**config.mk**
```make
export PLATFORM = sky130hd
export DESIGN_NAME = node_id_regs
export DESIGN_NICKNAME = d
export VERILOG_FILES = /design/src/logic/node_id_pkg.sv /design/src/logic/rom_addr_map.sv /design/src/logic/node_id_regs.sv
export SDC_FILE = /design/constraint.sdc
export NUM_CORES = 1
export LEC_CHECK = 0
export BUFFER_PORTS_ARGS = -buffer_cell sky130_fd_sc_hd__buf_2
export CAP_MARGIN = 20
export CORE_MARGIN = 4
export CORE_UTILIZATION = 45
export CTS_CLUSTER_DIAMETER = 150
export DETAILED_ROUTE_END_ITERATION = 12
export HOLD_SLACK_MARGIN = 0.05
export PLACE_DENSITY = 0.71
export SYNTH_ARGS = -nofsm -noshare
export SYNTH_HDL_FRONTEND = slang
export SYNTH_SLANG_ARGS = --single-unit
```
**constraint.sdc**
```tcl
create_clock -name clk_sys -period 2.3 [get_ports clk_sys]
set_input_delay 0 -clock clk_sys [delete_from_list [all_inputs] [get_ports clk_sys]]
set_output_delay 0 -clock clk_sys [all_outputs]
set_load 0.01 [all_outputs]
```
**src/logic/node_id_pkg.sv**
```systemverilog
// Package of offsets, reset values and field positions for the node identity register slice
package node_id_pkg;

    // ************************************************************
    // Register offsets (byte addresses)
    // ************************************************************
    localparam logic [7:0] OFS_IDENT_UPPER  = 8'h24;
    localparam logic [7:0] OFS_IDENT_LOWER  = 8'h28;
    localparam logic [7:0] OFS_ROM_MAP      = 8'h34;
    localparam logic [7:0] OFS_FAIL_LOW     = 8'h38;
    localparam logic [7:0] OFS_FAIL_HIGH    = 8'h3c;
    localparam logic [7:0] OFS_MAKER        = 8'h40;
    localparam logic [7:0] OFS_ID_CTRL      = 8'h44;

    // ************************************************************
    // Reset values and constants
    // ************************************************************
    localparam logic [31:0] IDENT_RESET     = 32'h0000_0000;
    localparam logic [31:0] ROM_MAP_RESET   = 32'h0000_0000;
    localparam logic [31:0] READ_ZERO       = 32'h0000_0000;
    // Arbitrary neutral maker value
    localparam logic [31:0] MAKER_CODE_VAL  = 32'h00a5_5a00;

    // ************************************************************
    // Field positions
    // ************************************************************
    localparam int ROM_BASE_LSB   = 10;
    localparam int ROM_WIN_BITS   = 10;
    localparam int REQ_BUS_LSB    = 22;
    localparam int REQ_NODE_LSB   = 16;
    localparam int OFS_HI_WIDTH   = 16;
    localparam int CTRL_LOCK_BIT  = 0;
    localparam int CTRL_EEP_BIT   = 1;

    // Identifier load sequencing states
    typedef enum logic [1:0] {
        ID_EMPTY,
        ID_HALF,
        ID_LOCKED
    } ident_state_t;

endpackage : node_id_pkg

```
**src/logic/rom_addr_map.sv**
```systemverilog
// Configuration ROM quadlet read address former
`timescale 1ns/100ps
module rom_addr_map
(
    input  wire logic        clk_sys,          // System clock
    input  wire logic        reset_n,          // Async reset, active low
    input  wire logic [31:0] rom_base_reg,     // Mapping register value
    input  wire logic        rom_rd_req,       // Quadlet read request pulse
    input  wire logic [47:0] rom_rd_offset,    // 1394 request offset
    output logic             rom_host_valid,   // Host address valid pulse
    output logic [31:0]      rom_host_addr     // Formed host address
);
    import node_id_pkg::*;

    // ************************************************************
    // Address forming
    // ************************************************************
    logic [31:0] next_addr;

    // RULE7 add low offset bits
    always_comb
    begin
        next_addr = rom_base_reg + {22'h000000, rom_rd_offset[ROM_WIN_BITS-1:0]};
    end

    // Register the result and the request marker
    always_ff @(posedge clk_sys or negedge reset_n)
    begin
        if (!reset_n)
        begin
            rom_host_valid <= 1'b0;
            rom_host_addr  <= 32'h0000_0000;
        end
        else
        begin
            rom_host_valid <= rom_rd_req;
            if (rom_rd_req)
            begin
                rom_host_addr <= next_addr;
            end
        end
    end

endmodule : rom_addr_map

```
**src/logic/node_id_regs.sv**
```systemverilog
// Node identity, ROM mapping, failed posted-write and maker code registers
// Contract
// RULE1: upper identifier register holds upper 32 bits
// RULE2: identifiers clear to zero on hardware reset
// RULE3: EEPROM loads identifiers, then locks them
// RULE4: firmware loads once when no EEPROM
// RULE5: only global hardware reset clears identifiers
// RULE6: lower identifier holds low 32 bits
// RULE7: host address is base plus offset bits
// RULE8: ROM base bits 31-10, low bits zero
// RULE9: failure updates both error registers
// RULE10: low error register takes low offset
// RULE11: requester bus and node in high half
// RULE12: upper offset bits in low half
// RULE13: error registers need no reset value
// RULE14: fixed read-only maker code register
// RULE15: error registers hold until next failure
//
// Design decision made here: strobed register access.
`timescale 1ns/100ps
module node_id_regs
(
    input  wire logic        clk_sys,          // System clock, 250 MHz
    input  wire logic        reset_n,          // Global hardware reset, active low
    input  wire logic        soft_reset,       // Software reset pulse
    input  wire logic [7:0]  reg_addr,         // Register byte address
    input  wire logic [31:0] reg_wdata,        // Register write data
    input  wire logic        reg_wr,           // Write strobe
    input  wire logic        reg_rd,           // Read strobe
    output logic [31:0]      reg_rdata,        // Read data, one cycle later
    input  wire logic        eeprom_present,   // EEPROM detected pin
    input  wire logic        eeprom_load,      // EEPROM identifier load pulse
    input  wire logic [63:0] eeprom_ident,     // Identifier from EEPROM
    input  wire logic        pw_fail,          // Posted write failure pulse
    input  wire logic [47:0] pw_fail_offset,   // Failed write destination offset
    input  wire logic [15:0] pw_fail_source,   // Failed write requester
    input  wire logic        rom_rd_req,       // Config ROM quadlet read pulse
    input  wire logic [47:0] rom_rd_offset,    // Config ROM read offset
    output logic             rom_host_valid,   // Host address valid pulse
    output logic [31:0]      rom_host_addr,    // Host memory address
    output logic             ident_locked      // Identifier frozen
);
    import node_id_pkg::*;

    // ************************************************************
    // Storage
    // ************************************************************
    logic [31:0]  node_ident_upper;
    logic [31:0]  node_ident_lower;
    logic [31:0]  rom_image_base_map;
    logic [31:0]  failed_write_offset_low;
    logic [31:0]  failed_write_offset_high;
    ident_state_t ident_state;
    logic [2:0]   eep_sync;
    logic         eep_seen;
    logic         eep_stable;
    logic         wr_upper;
    logic         wr_lower;
    logic [31:0]  next_rdata;

    // ************************************************************
    // EEPROM detect pin synchroniser
    // ************************************************************
    // Three stages, value accepted when stages two and three agree
    always_ff @(posedge clk_sys or negedge reset_n)
    begin
        if (!reset_n)
        begin
            eep_sync <= 3'h0;
            eep_seen <= 1'b0;
        end
        else
        begin
            eep_sync <= {eep_sync[1:0], eeprom_present};
            if (eep_sync[1] == eep_sync[2])
            begin
                eep_seen <= eep_sync[2];
            end
        end
    end

    assign eep_stable = eep_seen;

    // ************************************************************
    // Identifier load and lock
    // ************************************************************
    assign wr_upper = reg_wr && (reg_addr == OFS_IDENT_UPPER) && !eep_stable;
    assign wr_lower = reg_wr && (reg_addr == OFS_IDENT_LOWER) && !eep_stable;

    // RULE5 soft reset ignored here
    always_ff @(posedge clk_sys or negedge reset_n)
    begin
        if (!reset_n)
        begin
            // RULE2 clear to zero
            node_ident_upper <= IDENT_RESET;
            node_ident_lower <= IDENT_RESET;
            ident_state      <= ID_EMPTY;
        end
        else
        begin
            unique case (ident_state)
                ID_EMPTY:
                begin
                    // RULE3 EEPROM load locks
                    if (eep_stable && eeprom_load)
                    begin
                        node_ident_upper <= eeprom_ident[63:32];
                        node_ident_lower <= eeprom_ident[31:0];
                        ident_state      <= ID_LOCKED;
                    end
                    // RULE4 firmware single load
                    else if (wr_upper || wr_lower)
                    begin
                        if (wr_upper)
                        begin
                            // RULE1 upper quadlet
                            node_ident_upper <= reg_wdata;
                        end
                        if (wr_lower)
                        begin
                            // RULE6 lower quadlet
                            node_ident_lower <= reg_wdata;
                        end
                        ident_state <= ID_HALF;
                    end
                end
                ID_HALF:
                begin
                    // RULE4 second quadlet then lock
                    if (wr_upper)
                    begin
                        node_ident_upper <= reg_wdata;
                        ident_state      <= ID_LOCKED;
                    end
                    else if (wr_lower)
                    begin
                        node_ident_lower <= reg_wdata;
                        ident_state      <= ID_LOCKED;
                    end
                end
                ID_LOCKED:
                begin
                    ident_state <= ID_LOCKED;
                end
                // Unused code falls back to the frozen state, never to a writable one
                default:
                begin
                    ident_state <= ID_LOCKED;
                end
            endcase
        end
    end

    // Lock indicator output
    always_ff @(posedge clk_sys or negedge reset_n)
    begin
        if (!reset_n)
        begin
            ident_locked <= 1'b0;
        end
        else
        begin
            ident_locked <= (ident_state == ID_LOCKED);
        end
    end

    // ************************************************************
    // Configuration ROM mapping register
    // ************************************************************
    // RULE8 base kept in upper bits only
    always_ff @(posedge clk_sys or negedge reset_n)
    begin
        if (!reset_n)
        begin
            rom_image_base_map <= ROM_MAP_RESET;
        end
        else if (soft_reset)
        begin
            rom_image_base_map <= ROM_MAP_RESET;
        end
        else if (reg_wr && (reg_addr == OFS_ROM_MAP))
        begin
            rom_image_base_map <= {reg_wdata[31:ROM_BASE_LSB], 10'h000};
        end
    end

    // RULE7 host address former
    rom_addr_map u_rom_addr_map
    (
        .clk_sys        (clk_sys),
        .reset_n        (reset_n),
        .rom_base_reg   (rom_image_base_map),
        .rom_rd_req     (rom_rd_req),
        .rom_rd_offset  (rom_rd_offset),
        .rom_host_valid (rom_host_valid),
        .rom_host_addr  (rom_host_addr)
    );

    // ************************************************************
    // Posted write error capture
    // ************************************************************
    // RULE13 no reset; RULE9 capture on failure; RULE15 hold otherwise
    always_ff @(posedge clk_sys)
    begin
        if (pw_fail)
        begin
            // RULE10 low offset
            failed_write_offset_low <= pw_fail_offset[31:0];
            // RULE11 requester; RULE12 upper offset
            failed_write_offset_high <= {pw_fail_source,
                                         pw_fail_offset[47:32]};
        end
    end

    // ************************************************************
    // Read path
    // ************************************************************
    always_comb
    begin
        next_rdata = READ_ZERO;
        unique case (reg_addr)
            OFS_IDENT_UPPER: next_rdata = node_ident_upper;
            OFS_IDENT_LOWER: next_rdata = node_ident_lower;
            OFS_ROM_MAP:     next_rdata = rom_image_base_map;
            OFS_FAIL_LOW:    next_rdata = failed_write_offset_low;
            OFS_FAIL_HIGH:   next_rdata = failed_write_offset_high;
            // RULE14 fixed maker code
            OFS_MAKER:       next_rdata = MAKER_CODE_VAL;
            OFS_ID_CTRL:
            begin
                next_rdata[CTRL_LOCK_BIT] = (ident_state == ID_LOCKED);
                next_rdata[CTRL_EEP_BIT]  = eep_stable;
            end
            default:         next_rdata = READ_ZERO;
        endcase
    end

    // Read data stands only in the cycle after the strobe
    always_ff @(posedge clk_sys or negedge reset_n)
    begin
        if (!reset_n)
        begin
            reg_rdata <= READ_ZERO;
        end
        else if (reg_rd)
        begin
            reg_rdata <= next_rdata;
        end
        else
        begin
            reg_rdata <= READ_ZERO;
        end
    end

endmodule : node_id_regs

```
# Yosys cells after proc, flatten, opt, wreduce, memory -nomap -nowiden
# Cells that the tools add are included.
# totals
regBits	232
word_cells	59
# op_classes
add_sub_neg	1
eq_ne	13
muxes	19
n_reduce_logical	14
# ops
cell	count
$mux W32	10
$pmux W30 S6	1
$pmux W32 S2	2
$eq A8 B6 Y1 const B	5
$add A32 B10 Y32	1
$eq A8 B7 Y1 const B	2
$pmux W2 S6	1
$mux W2	4
$logic_and A1 B1 Y1	6
$ne A3 B3 Y1 const B	2
$pmux W2 S2	1
$reduce_and A2 Y1	2
$reduce_bool A2 Y1	2
$reduce_and A3 Y1	1
$eq A2 B1 Y1 const B	1
$eq A2 B2 Y1 const B	1
$logic_not A2 Y1	1
$ne A2 B2 Y1 const B	1
$eq A1 B1 Y1	1
$logic_not A1 Y1	1
$logic_or A1 B1 Y1	1

# Depth between registers and ports, before layout
# depth
depth_word	7
mapped_depth	7

# By module
# From an unflattened synthesis, not the netlist that was laid out.
# unflattened
cells_unflattened	1031
area_unflattened_um2	11143.2
# modules_own_cells
module	n_inst	cells_per_inst	area_per_inst_um2	seq_area_each_um2
node_id_regs	1	796	8906.0	5049.8
rom_addr_map	1	235	2237.1	825.8

# Worst setup path after synthesis
# Ideal clock, no wire load.
# synth_timing
path_type	reg-to-reg
from	register eep_seen
to	register node_ident_upper[10]
setup_time_ns	0.128
arrival_time_ns	1.744
slack_ns	0.428
stages_incl_launch_ff	6
path_buffers	1
synth_period_minus_slack_ns	1.872
path_cell_list	dfrtp_1 > nand2_1 > a21oi_1 > clkbuf_1 > mux2_2 > mux2_1
# synth_between
elab_chain_cells	6
word_cells_on_any_way	11
cone_classes	eq/ne: 1; mux: 4; reduce/logical: 6
# synth_lines
element	line	text
start: declaration	node_id_regs.sv:55	logic eep_seen;
start signal: assignment	node_id_regs.sv:77	eep_seen <= eep_sync[2];
$logic_not A1 Y1	node_id_regs.sv:87, node_id_regs.sv:88	
$logic_and A1 B1 Y1	node_id_regs.sv:87	assign wr_upper = reg_wr && (reg_addr == OFS_IDENT_UPPER) && !eep_stable;
$mux W32 (2 in series)	-	
$mux W32	node_id_regs.sv:106	if (eep_stable && eeprom_load)
$pmux W32 S2	node_id_regs.sv:102	unique case (ident_state)
end signal: assignment	node_id_regs.sv:108	node_ident_upper <= eeprom_ident[63:32];
end signal: assignment	node_id_regs.sv:118	node_ident_upper <= reg_wdata;
end signal: assignment	node_id_regs.sv:133	node_ident_upper <= reg_wdata;
end: declaration	node_id_regs.sv:48	logic [31:0] node_ident_upper;
# Several ways; a longest one is shown, not always the timed one. The select of a mux whose other input is x is not followed.
# A chain may end at the register's enable or synchronous reset.

# Final worst setup path
# layout_timing
from	register eep_seen
to	register node_ident_lower[0]
# layout_between
elab_chain_cells	6
word_cells_on_any_way	13
cone_classes	eq/ne: 2; mux: 5; reduce/logical: 6
# layout_lines
element	line	text
$logic_not A1 Y1	node_id_regs.sv:87, node_id_regs.sv:88	
$logic_and A1 B1 Y1	node_id_regs.sv:88	assign wr_lower = reg_wr && (reg_addr == OFS_IDENT_LOWER) && !eep_stable;
$mux W32 (2 in series)	-	
$mux W32	node_id_regs.sv:106	
$pmux W32 S2	node_id_regs.sv:102	
end signal: assignment	node_id_regs.sv:109	node_ident_lower <= eeprom_ident[31:0];
end signal: assignment	node_id_regs.sv:123	node_ident_lower <= reg_wdata;
end signal: assignment	node_id_regs.sv:138	node_ident_lower <= reg_wdata;
end: declaration	node_id_regs.sv:49	logic [31:0] node_ident_lower;
# Several ways; a longest one is shown, not always the timed one. The select of a mux whose other input is x is not followed.

==> impl_metrics.csv <==
group,metric,value,unit
status,run_status,"complete, no violations",
logic_synthesis,yosys_warnings,0,
sta,fmax,451,MHz
logic_synthesis,avgSynthCellArea,14.4,µm²
finish,finalNetCount,1332,
clock_tree,cts_inserted_buffers,25,
finish,multiInputGateArea,3570,µm²
placed_design,io_buffer_count,252,
sta,sum_neg_setup_slack,0,ns
logic_synthesis,yosys.cell_types.count,53,
power_and_ir_drop,p_per_area,651,nW/µm²
logic_synthesis,ys.flop_type,"dfrtp_1",
clock_tree,cts.repair_timing.setup_buffer_count,0,
power_and_ir_drop,total_leakage_power,6.35,nW
clock_tree,worstSkewPairLatency,0.52,ns
floorplan,initial_utilization,0.459,
finish,relative_area_change_from_synthesis_to_final_layout,45.4,%
floorplan,die-area,23900,µm²
logic_synthesis,ys_seq_area_frac,0.607,
grt,maximum_number_of_pins_on_one_net_before_global_route_repair,65,
grt,grt_antenna_before_repair,4,
grt,grt_util_all_layers,0.258,
logic_synthesis,synthCells,670,
power_and_ir_drop,seq_power_share,0.462,
hold_path,min-delay-path-class,"input port to async pin",
floorplan,die_w,155,µm
grt,grt_pass1_wl,48300,µm
clock_tree,worst_setup_hold_path_clk_slew,0.06,ns
sta,share_of_the_cycle_needed_by_the_critical_path_after_routing,0.964,
logic_synthesis,synthMuxAreaShare,0.155,
sta,timing.max_slew.rel_slack,0.455,
logic_synthesis,syn-num-nets,895,
power_and_ir_drop,clock_power_share,0.435,
sta,timing_worst_slew_pin_value,0.817,ns
worst_setup_path,cp_num_buf_inv,2,
route,avgRoutedWirePerCell,22.3,µm
route,drtAntennaViolNets,0,
logic_synthesis,synth.ff_latch_count,222,
clock_tree,number_of_h_tree_branching_levels,1,
power_and_ir_drop,pint,7.03,mW
worst_setup_path,critical_path.cell_chain,"nor2b_2 > nand4_1 > buf_4 > o22ai_1 > dlygate4sd3_1 > a2bb2oi_1",
logic_synthesis,synth_edf_count,64,
worst_setup_path,cp_top_delay_family,"buffers and inverters",
floorplan,floorplan.die.height,155,µm
sta,fin_crit,2.22,ns
finish,drive_gt1_frac,0.425,
finish,seq_area,5880,µm²
sta,whs,0.0652,ns
worst_setup_path,worst_setup_path_start_kind,"flip-flop",
floorplan,floorplan.rows,53,
route,dr.pass1.iters,5,
flow_run,timing.max_cap.violations,0,
floorplan,boundaryPins,291,
worst_setup_path,timing.critical_path.arrival,2.62,ns
logic_synthesis,synthesized_area_fraction_occupied_by_adder_cells,0.00103,
worst_setup_path,timing_worst_setup_path_type,"flip-flop to flip-flop",
power_and_ir_drop,switching_power_as_a_share_of_total_power,0.232,
power_and_ir_drop,pwr-share-comb,0.103,
clock_tree,cts.sink_count,222,
worst_setup_path,worst_setup_path_end_kind,"flip-flop",
power_and_ir_drop,power.switching,2.13,mW
route,post_drt_via_cell_ratio,5.53,
clock_tree,clock-root-buffer,"clkbuf_16",
placed_design,detailed_place_hpwl,18400,µm
worst_setup_path,cp.required,2.70,ns
worst_setup_path,critical_path.max_stage_delay,0.57,ns
finish,utilization,0.668,
finish,n_fill_cell,1464,
logic_synthesis,syn_area,9680,µm²
logic_synthesis,synth_async_sr_flop_share,0.712,
sta,final_hold_viol_count,0,
worst_setup_path,crit_fanout,32,
clock_tree,tritoncts_clock_tree,"built",
sta,setup-violations-final,0,
sta,setup_repair_after_global_routing_missed_its_margin,"false",
worst_setup_path,cp_slowest_cell,"dlygate4sd3_1",
logic_synthesis,largest_family_of_logic_cells_by_synthesized_area,"compound AO/OA/AOI/OAI gates",
placed_design,weighted_congestion_reported_at_the_end_of_routability_driven_placement,0.814,
logic_synthesis,synth-compound-area-share,0.160,
floorplan,placeableCoreArea,21100,µm²
grt,number_of_global_route_vias_before_repair,8663,
clock_tree,clk_path_buf_depth,3,
route,drt_drc_violations_left,0,
power_and_ir_drop,vdd.ir_drop.worst,0.000676,V
route,totalWireLength,31400,µm
logic_synthesis,synth_xor_area_frac,0.00181,
grt,gr-total-overflow,0,
sta,timing_max_transition_violations_final,0,
sta,worst_clock_skew,0.0247,ns
logic_synthesis,post_synth_and_or_nand_nor_area_fraction,0.0456,
route,dr_total_vias,7788,
route,drt-initial-drc-count,475,
==> sequential cells by signal (all words and copies together), names as in the netlist, 2 cells and up <==
signal,count
failed_write_offset_low,32
node_ident_upper,32
u_rom_addr_map.rom_host_addr,32
eep_sync,3
rom_image_base_map,22
reg_rdata,32
node_ident_lower,32
ident_state,2
failed_write_offset_high,32
==> power groups by stage <==
| stage | Clock, mW | Combinational [mW] | Sequential [mW] |
|---|---|---|---|
| floorplan | 0 | 0.277 | 4.30 |
| global placement | 0 | 0.665 | 4.29 |
| detailed placement | 0 | 0.676 | 4.30 |
| CTS | 4.02 | 0.929 | 4.23 |
| global route | 4.21 | 1.02 | 4.24 |
| finish | 3.98 | 0.948 | 4.23 |
==> area by class of cell <==
cell class                 count  share of cell area
sequential                   222               0.417
multi-input combinational    387               0.254
timing repair buffer         462               0.243
clock buffer                  30              0.0480
tap                          275              0.0244
clock inverter                16              0.0101
inverter                       9             0.00240
antenna                        7             0.00124
==> cell usage in the layout, fill, tap and decap left out, types with 3 or more instances in the layout <==
cell type | Yosys | final
a21boi_0 | 6 | 6
diode_2 | 0 | 7
o21ai_0 | 8 | 8
nor2b_2 | 0 | 3
dlygate4sd3_1 | 0 | 184
buf_12 | 0 | 7
a2bb2oi_2 | 30 | 30
edfxtp_1 | 64 | 64
o22ai_1 | 32 | 32
or4b_1 | 3 | 3
dfrtp_1 | 158 | 158
a22o_1 | 39 | 39
o32ai_1 | 7 | 7
buf_4 | 3 | 17
mux2i_1 | 15 | 15
clkinv_1 | 0 | 4
nand2_1 | 12 | 12
mux2_2 | 117 | 117
inv_1 | 9 | 9
clkinv_2 | 0 | 4
nand3_1 | 10 | 10
a21oi_4 | 0 | 3
clkbuf_1 | 23 | 3
clkbuf_16 | 0 | 26
buf_2 | 16 | 251
nor2_1 | 21 | 21
a21oi_1 | 15 | 11
a222oi_1 | 15 | 15
mux2_1 | 3 | 3
nor3_1 | 9 | 8
a22oi_1 | 10 | 10
==> Yosys cell counts, drive strengths merged, types with 7 or more instances <==
library cell | instances | area share
clkbuf | 23 | 0.0089
o32ai | 7 | 0.0063
nand2 | 12 | 0.0047
a21oi | 15 | 0.0078
nand3 | 10 | 0.0052
edfxtp | 64 | 0.20
dfrtp | 158 | 0.41
buf | 29 | 0.017
mux2i | 15 | 0.016
a21boi | 7 | 0.0054
a22o | 39 | 0.035
inv | 9 | 0.0035
a22oi | 10 | 0.0078
nor3 | 10 | 0.0057
nor2 | 21 | 0.0081
mux2 | 120 | 0.14
a222oi | 15 | 0.016
o22ai | 32 | 0.021
o21ai | 9 | 0.0047
a2bb2oi | 32 | 0.048
==> path summary, 6_finish.rpt <==
| kind | end | cells after the start | startpoint | slack, ns |
|---|---|---|---|---|
| worst max-delay path | node_ident_lower[0] | 6 | eep_seen | 0.08 |
| worst min register to register | eep_sync[1] | 0 | eep_sync[0] | 0.35 |
| worst min-delay path | node_ident_lower[3] | 3 | reset_n | 0.07 |
| min in group clk_sys | reg_rdata[14] | 4 | reg_addr[3] | 0.07 |
| worst max register to register | node_ident_lower[0] | 6 | eep_seen | 0.08 |
| max in group asynchronous | u_rom_addr_map.rom_host_addr[6] | 3 | reset_n | 1.86 |
==> routing by layer <==
layer | vias to the layer above | GRT usage | part of all wire
li1 | 3491 | - | -
met1 | 3858 | 0.322 | 0.39
met2 | 374 | 0.446 | 0.51
met3 | 65 | 0.0543 | 0.069
met4 | 0 | 0.0896 | 0.028
met5 | - | 0 | 0
==> what timing repair did <==
action,in CTS,in global routing
hold buffers,185,0
setup endpoints to repair,0,2
resized for setup,0,3
endpoints found under the hold margin,395,0
==> worst min-delay path: cells and delay by family <==
kind / cells / cell delay, ns
buffers and inverters: 3 / 0.97
==> per-stage QoR <==
| step | setup WS (ns) | std cells | cell area (µm²) | power (mW) |
|---|---|---|---|---|
| finish | 0.0835 | 1408 | 14100 | 9.16 |
| global route | 0.0345 | 1407 | 14100 | 9.47 |
| CTS | 0.0453 | 1401 | 14000 | 9.17 |
| detailed placement | 0.296 | 1170 | 11400 | 4.98 |
| global placement | 0.331 | 1170 | 11400 | 4.96 |
| floorplan | 0.428 | 670 | 9680 | 4.58 |
==> cells by family after synthesis <==
logic type      count (synthesis)
compound gates                173
xor+xnor                        2
fa+ha+maj                       1
buf+inv                        61
flops                         222
mux                           135
simple gates                   76
(Power assumes the default switching activity.)
